===== src/hdl/msrc_defs.svh =====
// Constants for the multi-speed run control block: map, fields, resets, timing
`ifndef MSRC_DEFS_SVH
`define MSRC_DEFS_SVH
// Register byte addresses
`define MSRC_A_CTRL      8'h00
`define MSRC_A_INMAP     8'h04
`define MSRC_A_OUTMAP    8'h08
`define MSRC_A_POT       8'h0C
`define MSRC_A_SET_BASE  8'h10
`define MSRC_A_SET_LAST  8'h2C
`define MSRC_A_STAT      8'h30
`define MSRC_SET_IDX_OFS 3'h2
// External-operation mode field in CTRL[1:0], ramp source in CTRL[2]
`define MSRC_EXT_OFF     2'h0
`define MSRC_EXT_ON      2'h1
`define MSRC_EXT_ONLY    2'h2
`define MSRC_CTRL_DIG    2
`define MSRC_CTRL_RST    3'h0
// Input function codes, one 3-bit field per input pin
`define MSRC_FN_FWD      3'h0
`define MSRC_FN_REV      3'h1
`define MSRC_FN_SEL_LO   3'h2
`define MSRC_FN_SEL_HI   3'h3
`define MSRC_INMAP_RST   15'h4688
// Output function codes, one 2-bit field per output pin
`define MSRC_OF_RUNNING  2'h0
`define MSRC_OF_AT_SPEED 2'h1
`define MSRC_OF_DIR      2'h2
`define MSRC_OF_STOPPED  2'h3
`define MSRC_OUTMAP_RST  4'h4
// Data set speed and ramp resets
`define MSRC_SPEED_RST   16'h0000
`define MSRC_RAMP_RST    16'h0000
// Debounced input vector positions
`define MSRC_IX_RUN_SW   5
`define MSRC_IX_DIR_SW   6
// Bus responses
`define MSRC_RESP_OKAY   2'h0
`define MSRC_RESP_SLVERR 2'h2
// Timing
`define MSRC_CLK_HZ      40000000
`define MSRC_TICK_NS     10000
`define MSRC_TICK_CYC    ((`MSRC_CLK_HZ / 1000000) * `MSRC_TICK_NS / 1000)
`define MSRC_DB_US       1000
`define MSRC_DB_CYC      ((`MSRC_CLK_HZ / 1000000) * `MSRC_DB_US)
`endif


===== src/hdl/msrc_pkg.sv =====
// Types shared by the multi-speed run control block
package msrc_pkg;
  // Run sequencer states
  typedef enum logic [1:0] {
    ST_IDLE,
    ST_RUN,
    ST_STOP,
    ST_TURN
  } msrc_state_t;
  // Debounced input vector: five mapped pins, run switch, direction switch
  typedef logic [6:0] msrc_inputs_t;
endpackage


===== src/hdl/msrc_in_if.sv =====
// Carrier of the debounced input levels between filter and sequencer
`timescale 1ns/1ps
interface msrc_in_if;
  msrc_pkg::msrc_inputs_t level; // Filtered levels, high = on
  modport src (output level);
  modport dst (input level);
endinterface


===== src/hdl/msrc_debounce.sv =====
// Two-flop synchroniser and stability filter for the run control inputs
`timescale 1ns/1ps
`include "msrc_defs.svh"
module msrc_debounce #(
  parameter int unsigned DB_CYC = `MSRC_DB_CYC
) (
  input  wire logic                   aclk,
  input  wire logic                   aresetn,
  input  wire msrc_pkg::msrc_inputs_t raw_in,
  msrc_in_if.src                      clean
);
  msrc_pkg::msrc_inputs_t sync1_r; // First stage, read only by sync2_r
  msrc_pkg::msrc_inputs_t sync2_r; // Second stage, safe to use
  msrc_pkg::msrc_inputs_t cand_r;  // Candidate value being timed
  msrc_pkg::msrc_inputs_t level_r; // Accepted value
  logic [19:0]            cnt_r;   // Cycles the candidate has held

  ////////////////////////////////////////////////////////////////////////
  // Synchroniser
  always_ff @(posedge aclk) begin
    if (!aresetn) begin
      sync1_r <= '0;
      sync2_r <= '0;
    end else begin
      sync1_r <= raw_in;
      sync2_r <= sync1_r;
    end
  end

  ////////////////////////////////////////////////////////////////////////
  // Stability timer: one shared timer, any bit change restarts it
  always_ff @(posedge aclk) begin
    if (!aresetn) begin
      cand_r <= '0;
      cnt_r  <= '0;
    end else if (sync2_r != cand_r) begin
      cand_r <= sync2_r;
      cnt_r  <= '0;
    end else if (cnt_r < 20'(DB_CYC - 1)) begin
      cnt_r <= cnt_r + 20'h00001;
    end
  end

  // Commit once stable for the full time
  always_ff @(posedge aclk) begin
    if (!aresetn) begin
      level_r <= '0;
    end else if (sync2_r == cand_r && cnt_r == 20'(DB_CYC - 1)) begin
      level_r <= cand_r;
    end
  end

  assign clean.level = level_r;
endmodule


===== src/hdl/msrc_run_ctrl.sv =====
// Multi-speed run control: data set select, ramps, start/stop, direction
// Notes on behaviour
// - Two select inputs pick data set 0-3
// - Running uses selected set's speed and ramps
// - After reset ramp times come from pot
// - Run input starts motor when externally enabled
// - Starting input released brings ramped stop
// - Select change while running retargets speed
// - Retarget ramps with the new set's times
// - Start direction follows the direction switch
// - Direction change decelerates, stops, then restarts
// - External-only mode forces forward direction
// - Five inputs and two outputs are remappable
// - Both run inputs on stops motor instantly
// - Panel stand-by decelerates to stop anyway; not in external-only mode, where the run switch is ignored
//
// Decided for this implementation: the AXI4-Lite register port and the placing of the registers.
`timescale 1ns/1ps
`include "msrc_defs.svh"
module msrc_run_ctrl #(
  parameter int unsigned DB_CYC = `MSRC_DB_CYC
) (
  input  wire logic        aclk,
  input  wire logic        aresetn,
  input  wire logic [7:0]  awaddr,
  input  wire logic        awvalid,
  output wire logic        awready,
  input  wire logic [31:0] wdata,
  input  wire logic [3:0]  wstrb,
  input  wire logic        wvalid,
  output wire logic        wready,
  output wire logic [1:0]  bresp,
  output wire logic        bvalid,
  input  wire logic        bready,
  input  wire logic [7:0]  araddr,
  input  wire logic        arvalid,
  output wire logic        arready,
  output wire logic [31:0] rdata,
  output wire logic [1:0]  rresp,
  output wire logic        rvalid,
  input  wire logic        rready,
  input  wire logic [4:0]  in_pins,
  input  wire logic        panel_run_sw,
  input  wire logic        panel_dir_sw,
  input  wire logic [15:0] pot_ramp_time,
  output wire logic [15:0] speed_cmd,
  output wire logic        motor_dir,
  output wire logic        motor_on,
  output wire logic [1:0]  out_pins
);
  ////////////////////////////////////////////////////////////////////////
  // Helpers
  // Any pin whose field holds this function code and is on
  function automatic logic fn_on(input logic [14:0] map, input logic [4:0] pins,
                                 input logic [2:0] code);
    fn_on = 1'b0;
    for (int i = 0; i < 5; i++) begin
      if (map[3*i +: 3] == code && pins[i]) begin
        fn_on = 1'b1;
      end
    end
  endfunction
  // Byte-lane merge of a write
  function automatic logic [31:0] merge(input logic [31:0] old, input logic [31:0] nw,
                                        input logic [3:0] strb);
    for (int b = 0; b < 4; b++) begin
      merge[8*b +: 8] = strb[b] ? nw[8*b +: 8] : old[8*b +: 8];
    end
  endfunction
  // Data set index of a set address
  function automatic logic [1:0] set_idx(input logic [7:0] a);
    set_idx = 2'(a[5:3] - `MSRC_SET_IDX_OFS);
  endfunction
  // True for a mapped, word-aligned address
  function automatic logic addr_ok(input logic [7:0] a);
    addr_ok = (a[1:0] == 2'h0) && (a <= `MSRC_A_STAT);
  endfunction

  ////////////////////////////////////////////////////////////////////////
  // Input filter
  msrc_in_if in_bus ();
  msrc_debounce #(.DB_CYC(DB_CYC)) u_filt (
    .aclk    (aclk),
    .aresetn (aresetn),
    .raw_in  ({panel_dir_sw, panel_run_sw, in_pins}),
    .clean   (in_bus.src)
  );

  ////////////////////////////////////////////////////////////////////////
  // Registers
  logic [2:0]  ctrl_r;          // Mode [1:0], digital ramp [2]
  logic [14:0] inmap_r;         // Input function per pin
  logic [3:0]  outmap_r;        // Output function per pin
  logic [15:0] speed_set_r [4]; // Target speed per set, r/min
  logic [15:0] acc_set_r [4];   // Accel step period per set, ticks
  logic [15:0] dec_set_r [4];   // Decel step period per set, ticks
  // Bus state
  logic        aw_hold_r, w_hold_r, bvalid_r, rvalid_r;
  logic [7:0]  awaddr_r;
  logic [31:0] wdata_r, rdata_r, rd_word;
  logic [3:0]  wstrb_r;
  logic [1:0]  bresp_r, rresp_r;
  logic        wr_fire;
  // Run state
  msrc_pkg::msrc_state_t state_r;
  logic [15:0] speed_r;         // Present commanded speed
  logic [15:0] step_cnt_r;      // Ticks since last speed step
  logic [8:0]  tick_cnt_r;      // Divider for the ramp tick
  logic        tick;            // One-cycle ramp tick
  logic        dir_r;           // 1 = reverse
  logic        src_rev_r;       // Run input that started the motor
  logic [1:0]  out_r;
  // Decoded commands, declared early so the status read can see them
  logic [4:0]  pins;
  logic        forward_run_input, reverse_run_input, both, ext, ext_only, panel_ok, run_req, held, dir_want;
  logic [1:0]  sel;
  logic [15:0] target, acc_t, dec_t, goal, rate;

  ////////////////////////////////////////////////////////////////////////
  // Write channel: address and data taken in either order, one at a time
  assign awready = !aw_hold_r && !bvalid_r;
  assign wready  = !w_hold_r && !bvalid_r;
  assign wr_fire = aw_hold_r && w_hold_r && !bvalid_r;
  assign bvalid  = bvalid_r;
  assign bresp   = bresp_r;
  always_ff @(posedge aclk) begin
    if (!aresetn) begin
      aw_hold_r <= 1'b0;
      w_hold_r  <= 1'b0;
      bvalid_r  <= 1'b0;
      bresp_r   <= `MSRC_RESP_OKAY;
      awaddr_r  <= 8'h00;
      wdata_r   <= 32'h00000000;
      wstrb_r   <= 4'h0;
    end else begin
      if (awvalid && awready) begin
        aw_hold_r <= 1'b1;
        awaddr_r  <= awaddr;
      end
      if (wvalid && wready) begin
        w_hold_r <= 1'b1;
        wdata_r  <= wdata;
        wstrb_r  <= wstrb;
      end
      if (wr_fire) begin
        aw_hold_r <= 1'b0;
        w_hold_r  <= 1'b0;
        bvalid_r  <= 1'b1;
        bresp_r   <= addr_ok(awaddr_r) && awaddr_r != `MSRC_A_STAT ?
                     `MSRC_RESP_OKAY : `MSRC_RESP_SLVERR;
      end else if (bvalid_r && bready) begin
        bvalid_r <= 1'b0;
      end
    end
  end

  // Register store; the status word is read-only
  always_ff @(posedge aclk) begin
    if (!aresetn) begin
      ctrl_r   <= `MSRC_CTRL_RST;
      inmap_r  <= `MSRC_INMAP_RST;
      outmap_r <= `MSRC_OUTMAP_RST;
      for (int i = 0; i < 4; i++) begin
        speed_set_r[i] <= `MSRC_SPEED_RST;
        acc_set_r[i]   <= `MSRC_RAMP_RST;
        dec_set_r[i]   <= `MSRC_RAMP_RST;
      end
    end else if (wr_fire) begin
      if (awaddr_r == `MSRC_A_CTRL) begin
        ctrl_r <= 3'(merge({29'h0, ctrl_r}, wdata_r, wstrb_r));
      end else if (awaddr_r == `MSRC_A_INMAP) begin
        inmap_r <= 15'(merge({17'h0, inmap_r}, wdata_r, wstrb_r));
      end else if (awaddr_r == `MSRC_A_OUTMAP) begin
        outmap_r <= 4'(merge({28'h0, outmap_r}, wdata_r, wstrb_r));
      end else if (awaddr_r >= `MSRC_A_SET_BASE && awaddr_r <= `MSRC_A_SET_LAST
                   && awaddr_r[1:0] == 2'h0) begin
        if (!awaddr_r[2]) begin
          speed_set_r[set_idx(awaddr_r)] <=
            16'(merge({16'h0, speed_set_r[set_idx(awaddr_r)]}, wdata_r, wstrb_r));
        end else begin
          {dec_set_r[set_idx(awaddr_r)], acc_set_r[set_idx(awaddr_r)]} <=
            merge({dec_set_r[set_idx(awaddr_r)], acc_set_r[set_idx(awaddr_r)]},
                  wdata_r, wstrb_r);
        end
      end
    end
  end

  ////////////////////////////////////////////////////////////////////////
  // Read channel: one read at a time, answer one cycle after address
  assign arready = !rvalid_r;
  assign rvalid  = rvalid_r;
  assign rdata   = rdata_r;
  assign rresp   = rresp_r;
  always_comb begin
    rd_word = 32'h00000000;
    if (araddr == `MSRC_A_CTRL) begin
      rd_word = {29'h0, ctrl_r};
    end else if (araddr == `MSRC_A_INMAP) begin
      rd_word = {17'h0, inmap_r};
    end else if (araddr == `MSRC_A_OUTMAP) begin
      rd_word = {28'h0, outmap_r};
    end else if (araddr == `MSRC_A_POT) begin
      rd_word = {16'h0, pot_ramp_time};
    end else if (araddr >= `MSRC_A_SET_BASE && araddr <= `MSRC_A_SET_LAST
                 && araddr[1:0] == 2'h0) begin
      rd_word = araddr[2] ? {dec_set_r[set_idx(araddr)], acc_set_r[set_idx(araddr)]}
                          : {16'h0, speed_set_r[set_idx(araddr)]};
    end else if (araddr == `MSRC_A_STAT) begin
      // Live state: speed, selected set, direction, sequencer state
      rd_word = {10'h0, motor_on, 2'(state_r), dir_r, sel, speed_r};
    end
  end
  always_ff @(posedge aclk) begin
    if (!aresetn) begin
      rvalid_r <= 1'b0;
      rdata_r  <= 32'h00000000;
      rresp_r  <= `MSRC_RESP_OKAY;
    end else if (arvalid && arready) begin
      rvalid_r <= 1'b1;
      rdata_r  <= rd_word;
      rresp_r  <= addr_ok(araddr) ? `MSRC_RESP_OKAY : `MSRC_RESP_SLVERR;
    end else if (rvalid_r && rready) begin
      rvalid_r <= 1'b0;
    end
  end

  ////////////////////////////////////////////////////////////////////////
  // Command decode from filtered inputs
  assign pins     = in_bus.level[4:0];
  assign forward_run_input      = fn_on(inmap_r, pins, `MSRC_FN_FWD);
  assign reverse_run_input      = fn_on(inmap_r, pins, `MSRC_FN_REV);
  assign sel      = {fn_on(inmap_r, pins, `MSRC_FN_SEL_HI),
                     fn_on(inmap_r, pins, `MSRC_FN_SEL_LO)};
  assign ext_only = ctrl_r[1:0] == `MSRC_EXT_ONLY;
  assign ext      = ctrl_r[1:0] == `MSRC_EXT_ON || ext_only;
  // Panel run switch is honoured unless the panel is disabled
  assign panel_ok = ext_only || in_bus.level[`MSRC_IX_RUN_SW];
  assign both     = ext && forward_run_input && reverse_run_input;
  assign run_req  = ext ? ((forward_run_input ^ reverse_run_input) && panel_ok) : panel_ok;
  assign held     = ext ? (src_rev_r ? reverse_run_input : forward_run_input) : panel_ok;
  assign dir_want = ext_only ? 1'b0 : in_bus.level[`MSRC_IX_DIR_SW];
  // Live set lookup, so a select change retargets at once
  assign target   = speed_set_r[sel];
  assign acc_t    = ctrl_r[`MSRC_CTRL_DIG] ? acc_set_r[sel] : pot_ramp_time;
  assign dec_t    = ctrl_r[`MSRC_CTRL_DIG] ? dec_set_r[sel] : pot_ramp_time;
  assign goal     = state_r == msrc_pkg::ST_RUN ? target : 16'h0000;
  assign rate     = goal > speed_r ? acc_t : dec_t;

  ////////////////////////////////////////////////////////////////////////
  // Run sequencer
  always_ff @(posedge aclk) begin
    if (!aresetn) begin
      state_r   <= msrc_pkg::ST_IDLE;
      dir_r     <= 1'b0;
      src_rev_r <= 1'b0;
    end else if (both) begin
      state_r <= msrc_pkg::ST_IDLE;
    end else begin
      case (state_r)
        msrc_pkg::ST_IDLE: begin
          if (run_req) begin
            state_r   <= msrc_pkg::ST_RUN;
            dir_r     <= dir_want;
            src_rev_r <= reverse_run_input;
          end
        end
        msrc_pkg::ST_RUN: begin
          if (!held || !panel_ok) begin
            state_r <= msrc_pkg::ST_STOP;
          end else if (dir_want != dir_r) begin
            state_r <= msrc_pkg::ST_TURN;
          end
        end
        msrc_pkg::ST_STOP: begin
          if (speed_r == 16'h0000) begin
            state_r <= msrc_pkg::ST_IDLE;
          end
        end
        default: begin
          // Reversal: coast down on the ramp, then restart the other way
          if (!held || !panel_ok) begin
            state_r <= msrc_pkg::ST_STOP;
          end else if (speed_r == 16'h0000) begin
            state_r <= msrc_pkg::ST_RUN;
            dir_r   <= dir_want;
          end
        end
      endcase
    end
  end

  ////////////////////////////////////////////////////////////////////////
  // Ramp tick divider
  assign tick = tick_cnt_r == 9'(`MSRC_TICK_CYC - 1);
  always_ff @(posedge aclk) begin
    if (!aresetn || tick) begin
      tick_cnt_r <= 9'h000;
    end else begin
      tick_cnt_r <= tick_cnt_r + 9'h001;
    end
  end

  // Speed ramp: one r/min per step, step every rate+1 ticks
  always_ff @(posedge aclk) begin
    if (!aresetn) begin
      speed_r    <= 16'h0000;
      step_cnt_r <= 16'h0000;
    end else if (both) begin
      speed_r    <= 16'h0000;
      step_cnt_r <= 16'h0000;
    end else if (tick) begin
      if (speed_r == goal) begin
        step_cnt_r <= 16'h0000;
      end else if (step_cnt_r >= rate) begin
        speed_r    <= goal > speed_r ? speed_r + 16'h0001 : speed_r - 16'h0001;
        step_cnt_r <= 16'h0000;
      end else begin
        step_cnt_r <= step_cnt_r + 16'h0001;
      end
    end
  end

  ////////////////////////////////////////////////////////////////////////
  // Remappable outputs
  always_ff @(posedge aclk) begin
    if (!aresetn) begin
      out_r <= 2'h0;
    end else begin
      for (int k = 0; k < 2; k++) begin
        case (outmap_r[2*k +: 2])
          `MSRC_OF_RUNNING:  out_r[k] <= state_r != msrc_pkg::ST_IDLE;
          `MSRC_OF_AT_SPEED: out_r[k] <= state_r == msrc_pkg::ST_RUN && speed_r == target;
          `MSRC_OF_DIR:      out_r[k] <= dir_r;
          default:           out_r[k] <= speed_r == 16'h0000;
        endcase
      end
    end
  end
  assign out_pins  = out_r;
  assign speed_cmd = speed_r;
  assign motor_dir = dir_r;
  assign motor_on  = state_r != msrc_pkg::ST_IDLE;
endmodule

===== config.mk =====
export PLATFORM = sky130hd
export DESIGN_NAME = msrc_run_ctrl
export DESIGN_NICKNAME = d
export VERILOG_FILES = /design/src/hdl/msrc_pkg.sv /design/src/hdl/msrc_in_if.sv /design/src/hdl/msrc_debounce.sv /design/src/hdl/msrc_run_ctrl.sv
export VERILOG_INCLUDE_DIRS = /design/src /design/src/hdl
export SDC_FILE = /design/constraint.sdc
export NUM_CORES = 1
export LEC_CHECK = 0
export BUFFER_PORTS_ARGS = -buffer_cell sky130_fd_sc_hd__buf_2
export CAP_MARGIN = 0
export CORE_ASPECT_RATIO = 1.4
export CORE_MARGIN = 5
export CORE_UTILIZATION = 43
export DETAILED_ROUTE_END_ITERATION = 7
export GPL_ROUTABILITY_DRIVEN = 0
export MAX_ROUTING_LAYER = met4
export PLACE_DENSITY = 0.64
export SETUP_SLACK_MARGIN = 0.1
export SKIP_LAST_GASP = 1
export SLEW_MARGIN = 5
export SYNTH_ARGS = -nofsm -noshare
export SYNTH_HDL_FRONTEND = slang
export SYNTH_HIERARCHICAL = 1
export SYNTH_SLANG_ARGS = --single-unit

===== constraint.sdc =====
create_clock -name aclk -period 8.5 [get_ports aclk]
set_clock_uncertainty 0.1 [all_clocks]
set_input_delay 0.425 -clock aclk [delete_from_list [all_inputs] [get_ports aclk]]
set_output_delay 0.425 -clock aclk [all_outputs]
set_load 0.02 [all_outputs]

==> impl_results.md <==
* CP top delay family: compound AO/OA/AOI/OAI gates
* Asr flop ratio synth at 0
* # diodes at 0
* Clock Pin Slew Worst Setup and Hold Paths at approximately 0.060 ns
* Routed WL per cell at between 20 and 25 microns
* Hold Vio Cnt, Final at 0
* # DRC at 0
* Die W at roughly 200 microns
* Final min period at 7.69 ns
* Power Dens Cells at 209 nW/um^2
* Fill cells at 4574
* Initial antenna violation count at 0
* Final Net Count at 2536
* DIE AREA at 53300 sq um
* Final WL at 68100 microns
* Final setup vio count at 0
* DRT antenna net count at 0
* Initial DRC Count at 1472
* Reg area at 8470 sq um
* Synth warn at 6
* Crit end category: register
* Yosys top cell area share at 0.312
* Fin Setup TNS at 0 ns
* Worst Path Class, Setup: register to register
* Peak VDD IR at 173 uV
* Area of the core at 48100 sq um
* Max-cap viol count at 0
* CP bufs+invs at 3
* I/O Buffers at 140
* TritonRoute pass-1 iters at 7
* RSZ-0062 raised after global routing: no
* Worst setup SP type: register
* Outcome: finished, final reports clean
* TritonCTS buffer count at 42
* Number of global-route vias before repair at 17677
* Max FO, Critical Path at 38
* Tcrit/Tclk final at 0.905
* Via count at 18078
* Total GRT Usage at 0.255
* First-pass GRT wire length at 104000 microns
* Most common cell in the synthesized netlist: nor2_1
* Post-CTS setup buffer count at 0
* Synth top cells by count: nor2_1 (409), dfxtp_1 (327), nand2_1 (267)
* IO Count at around 140
* Clk sink count at 391
* Synth Cell Area at 21000 sq um
* Worst-Skew Late Latency at 0.54 ns
* Tightest Hold Check Type: input port to register
* Share of layout cells above drive strength 1 at 0.162
* Worst EP required at 8.84 ns
* Area Overhead vs Synth at 12.7%
* Hpwl dp at 47800 microns
* Die H at 271 microns
* Number of cell rows at 95
* Multi-input logic area at approximately 12000 sq um
* Top cells by area, synth: dfxtp_1 (31%), edfxtp_1 (9.2%), mux4_2 (8.9%), nor2_1 (7.3%), nand2_1 (4.8%)
* Synth Register Bits at slightly below 400
* Dpl cell area at 22100 sq um
* Synth Flop Type: dfxtp_1
* GRT overflow at 0
* H-tree depth at 2
* Arrival time at the worst endpoint at around 8 ns
* Crit path top cell by count: a21o_1
* Via density at 5.90
* LEAKAGE at 8.79 nW
* Sequential fraction of the synthesis area at 0.404
* Post-synth EDFFs at 64
* CTS max path bufs at 3
* Fin. max-slew vios at 0
* Syn_area_per_cell at 9.02 sq um
* Initial Utilization at 0.435
* Normalized max-slew margin at 0.223
* Worst-Margin Slew at 1.15 ns
* Post-synthesis cell count at 2323
* Unique cell type count in the Yosys netlist at 75
* Slowest cell on crit path: and2_2
* CTS Root Cell: clkbuf_16
* Fmax at 130 MHz
* Fin area at ~24000 sq um
* CTS tree: built
* Yosys top cell by area: dfxtp_1
* Largest net degree at the start of global routing at 92
* CP max stage delay at 0.56 ns
-- path summary, 6_finish.rpt --
kind | depth (start not counted) | slack [ns] | from | to
worst max-delay path | 27 | 0.81 | inmap_r[9] | speed_cmd[8]
worst min-delay path | 3 | 0.02 | wdata[14] | wdata_r[14]
worst max register to register | 27 | 0.81 | inmap_r[9] | speed_cmd[8]
worst min register to register | 1 | 0.33 | u_filt/sync1_r[6] | u_filt/sync2_r[6]
-- power breakdown --
group          internal (mW)  switching, mW  total (mW)
clock network           1.04          0.804        1.85
logic                  0.416          0.713        1.13
registers               1.92         0.0507        1.97
total                   3.38           1.57        4.95
-- worst reg2reg max path: cells and delay by family (launching register included) --
kind	cells	cell delay, ns
AO/OA/AOI/OAI	13	3.64
adder cells (fa/ha/maj)	2	0.58
buffers and inverters	3	1.07
flip-flops	1	0.43
multiplexers	1	0.21
AND/OR/NAND/NOR	8	1.55
-- registers in the layout, summed over array words and instances (netlist names), 16 cells and up --
signal,cells
acc_set_r,64
dec_set_r,64
speed_set_r,64
rdata,32
wdata_r,32
u_filt/cnt_r,20
speed_cmd,16
step_cnt_r,16
-- routing by layer --
metal  wire length, microns  up-vias  track usage  part of all wire
met5                      0        -            -                 0
met4                   4980        0        0.150             0.073
met3                   4280      217       0.0326             0.063
met2                  33500      702        0.425              0.49
met1                  25300     8655        0.293              0.37
li1                       -     8504            -                 -
-- logic make-up (layout without fill, tap and decap cells) --
kind of cell             after synthesis  count (layout)  share of synthesized area
AND/OR/NAND/NOR                      962             962                      0.210
buffers and inverters                204             312                     0.0405
adder cells (fa/ha/maj)               55              55                     0.0332
multiplexers                         173             173                      0.134
flip-flops                           391             391                      0.404
XOR/XNOR                              58              58                     0.0242
AO/OA/AOI/OAI                        479             479                      0.154
other                                  1               2                   0.000179
-- layout by cell type, fill, tap and decap left out, types with 39 or more instances in the layout --
master and instances:
a21oi_1 155, buf_2 139, dfxtp_1 325, a211oi_1 120, mux4_2 83, mux2i_1 62
clkbuf_16 44, nand3_1 48, xnor2_1 43, ha_1 54, buf_4 39, nand2_1 266
o21ai_0 56, and2_1 104, edfxtp_1 64, inv_1 41, nor2_1 409
-- final cells by class --
class	instances	area share
Sequential cell	391	0.359
Clock buffer	51	0.0490
Inverter	42	0.00689
Timing Repair Buffer	193	0.0482
Tap cell	630	0.0334
Clock inverter	26	0.00890
Multi-Input combinational cell	1729	0.495
-- per-stage QoR --
stage	setup slack [ns]	hold WS (ns)	std cells	total power, mW	utilization
2_1_floorplan	2.38	0.312	2324	2.77	-
5_1_grt	0.264	0.0126	3062	5.17	0.491
3_5_place_dp	0.806	0.318	2970	3.12	0.459
3_3_place_gp	0.951	0.315	2970	3.08	0.459
4_1_cts	0.761	0.000728	3062	4.97	0.491
6_report	0.806	0.0161	3062	4.95	0.491
-- timing repair --
item	CTS	global route
hold buffers	15	0
endpoints found under the setup margin	0	14
hold endpoints to repair	15	0
resized for setup	0	1
No activity file was read; power rests on OpenSTA's default activity.
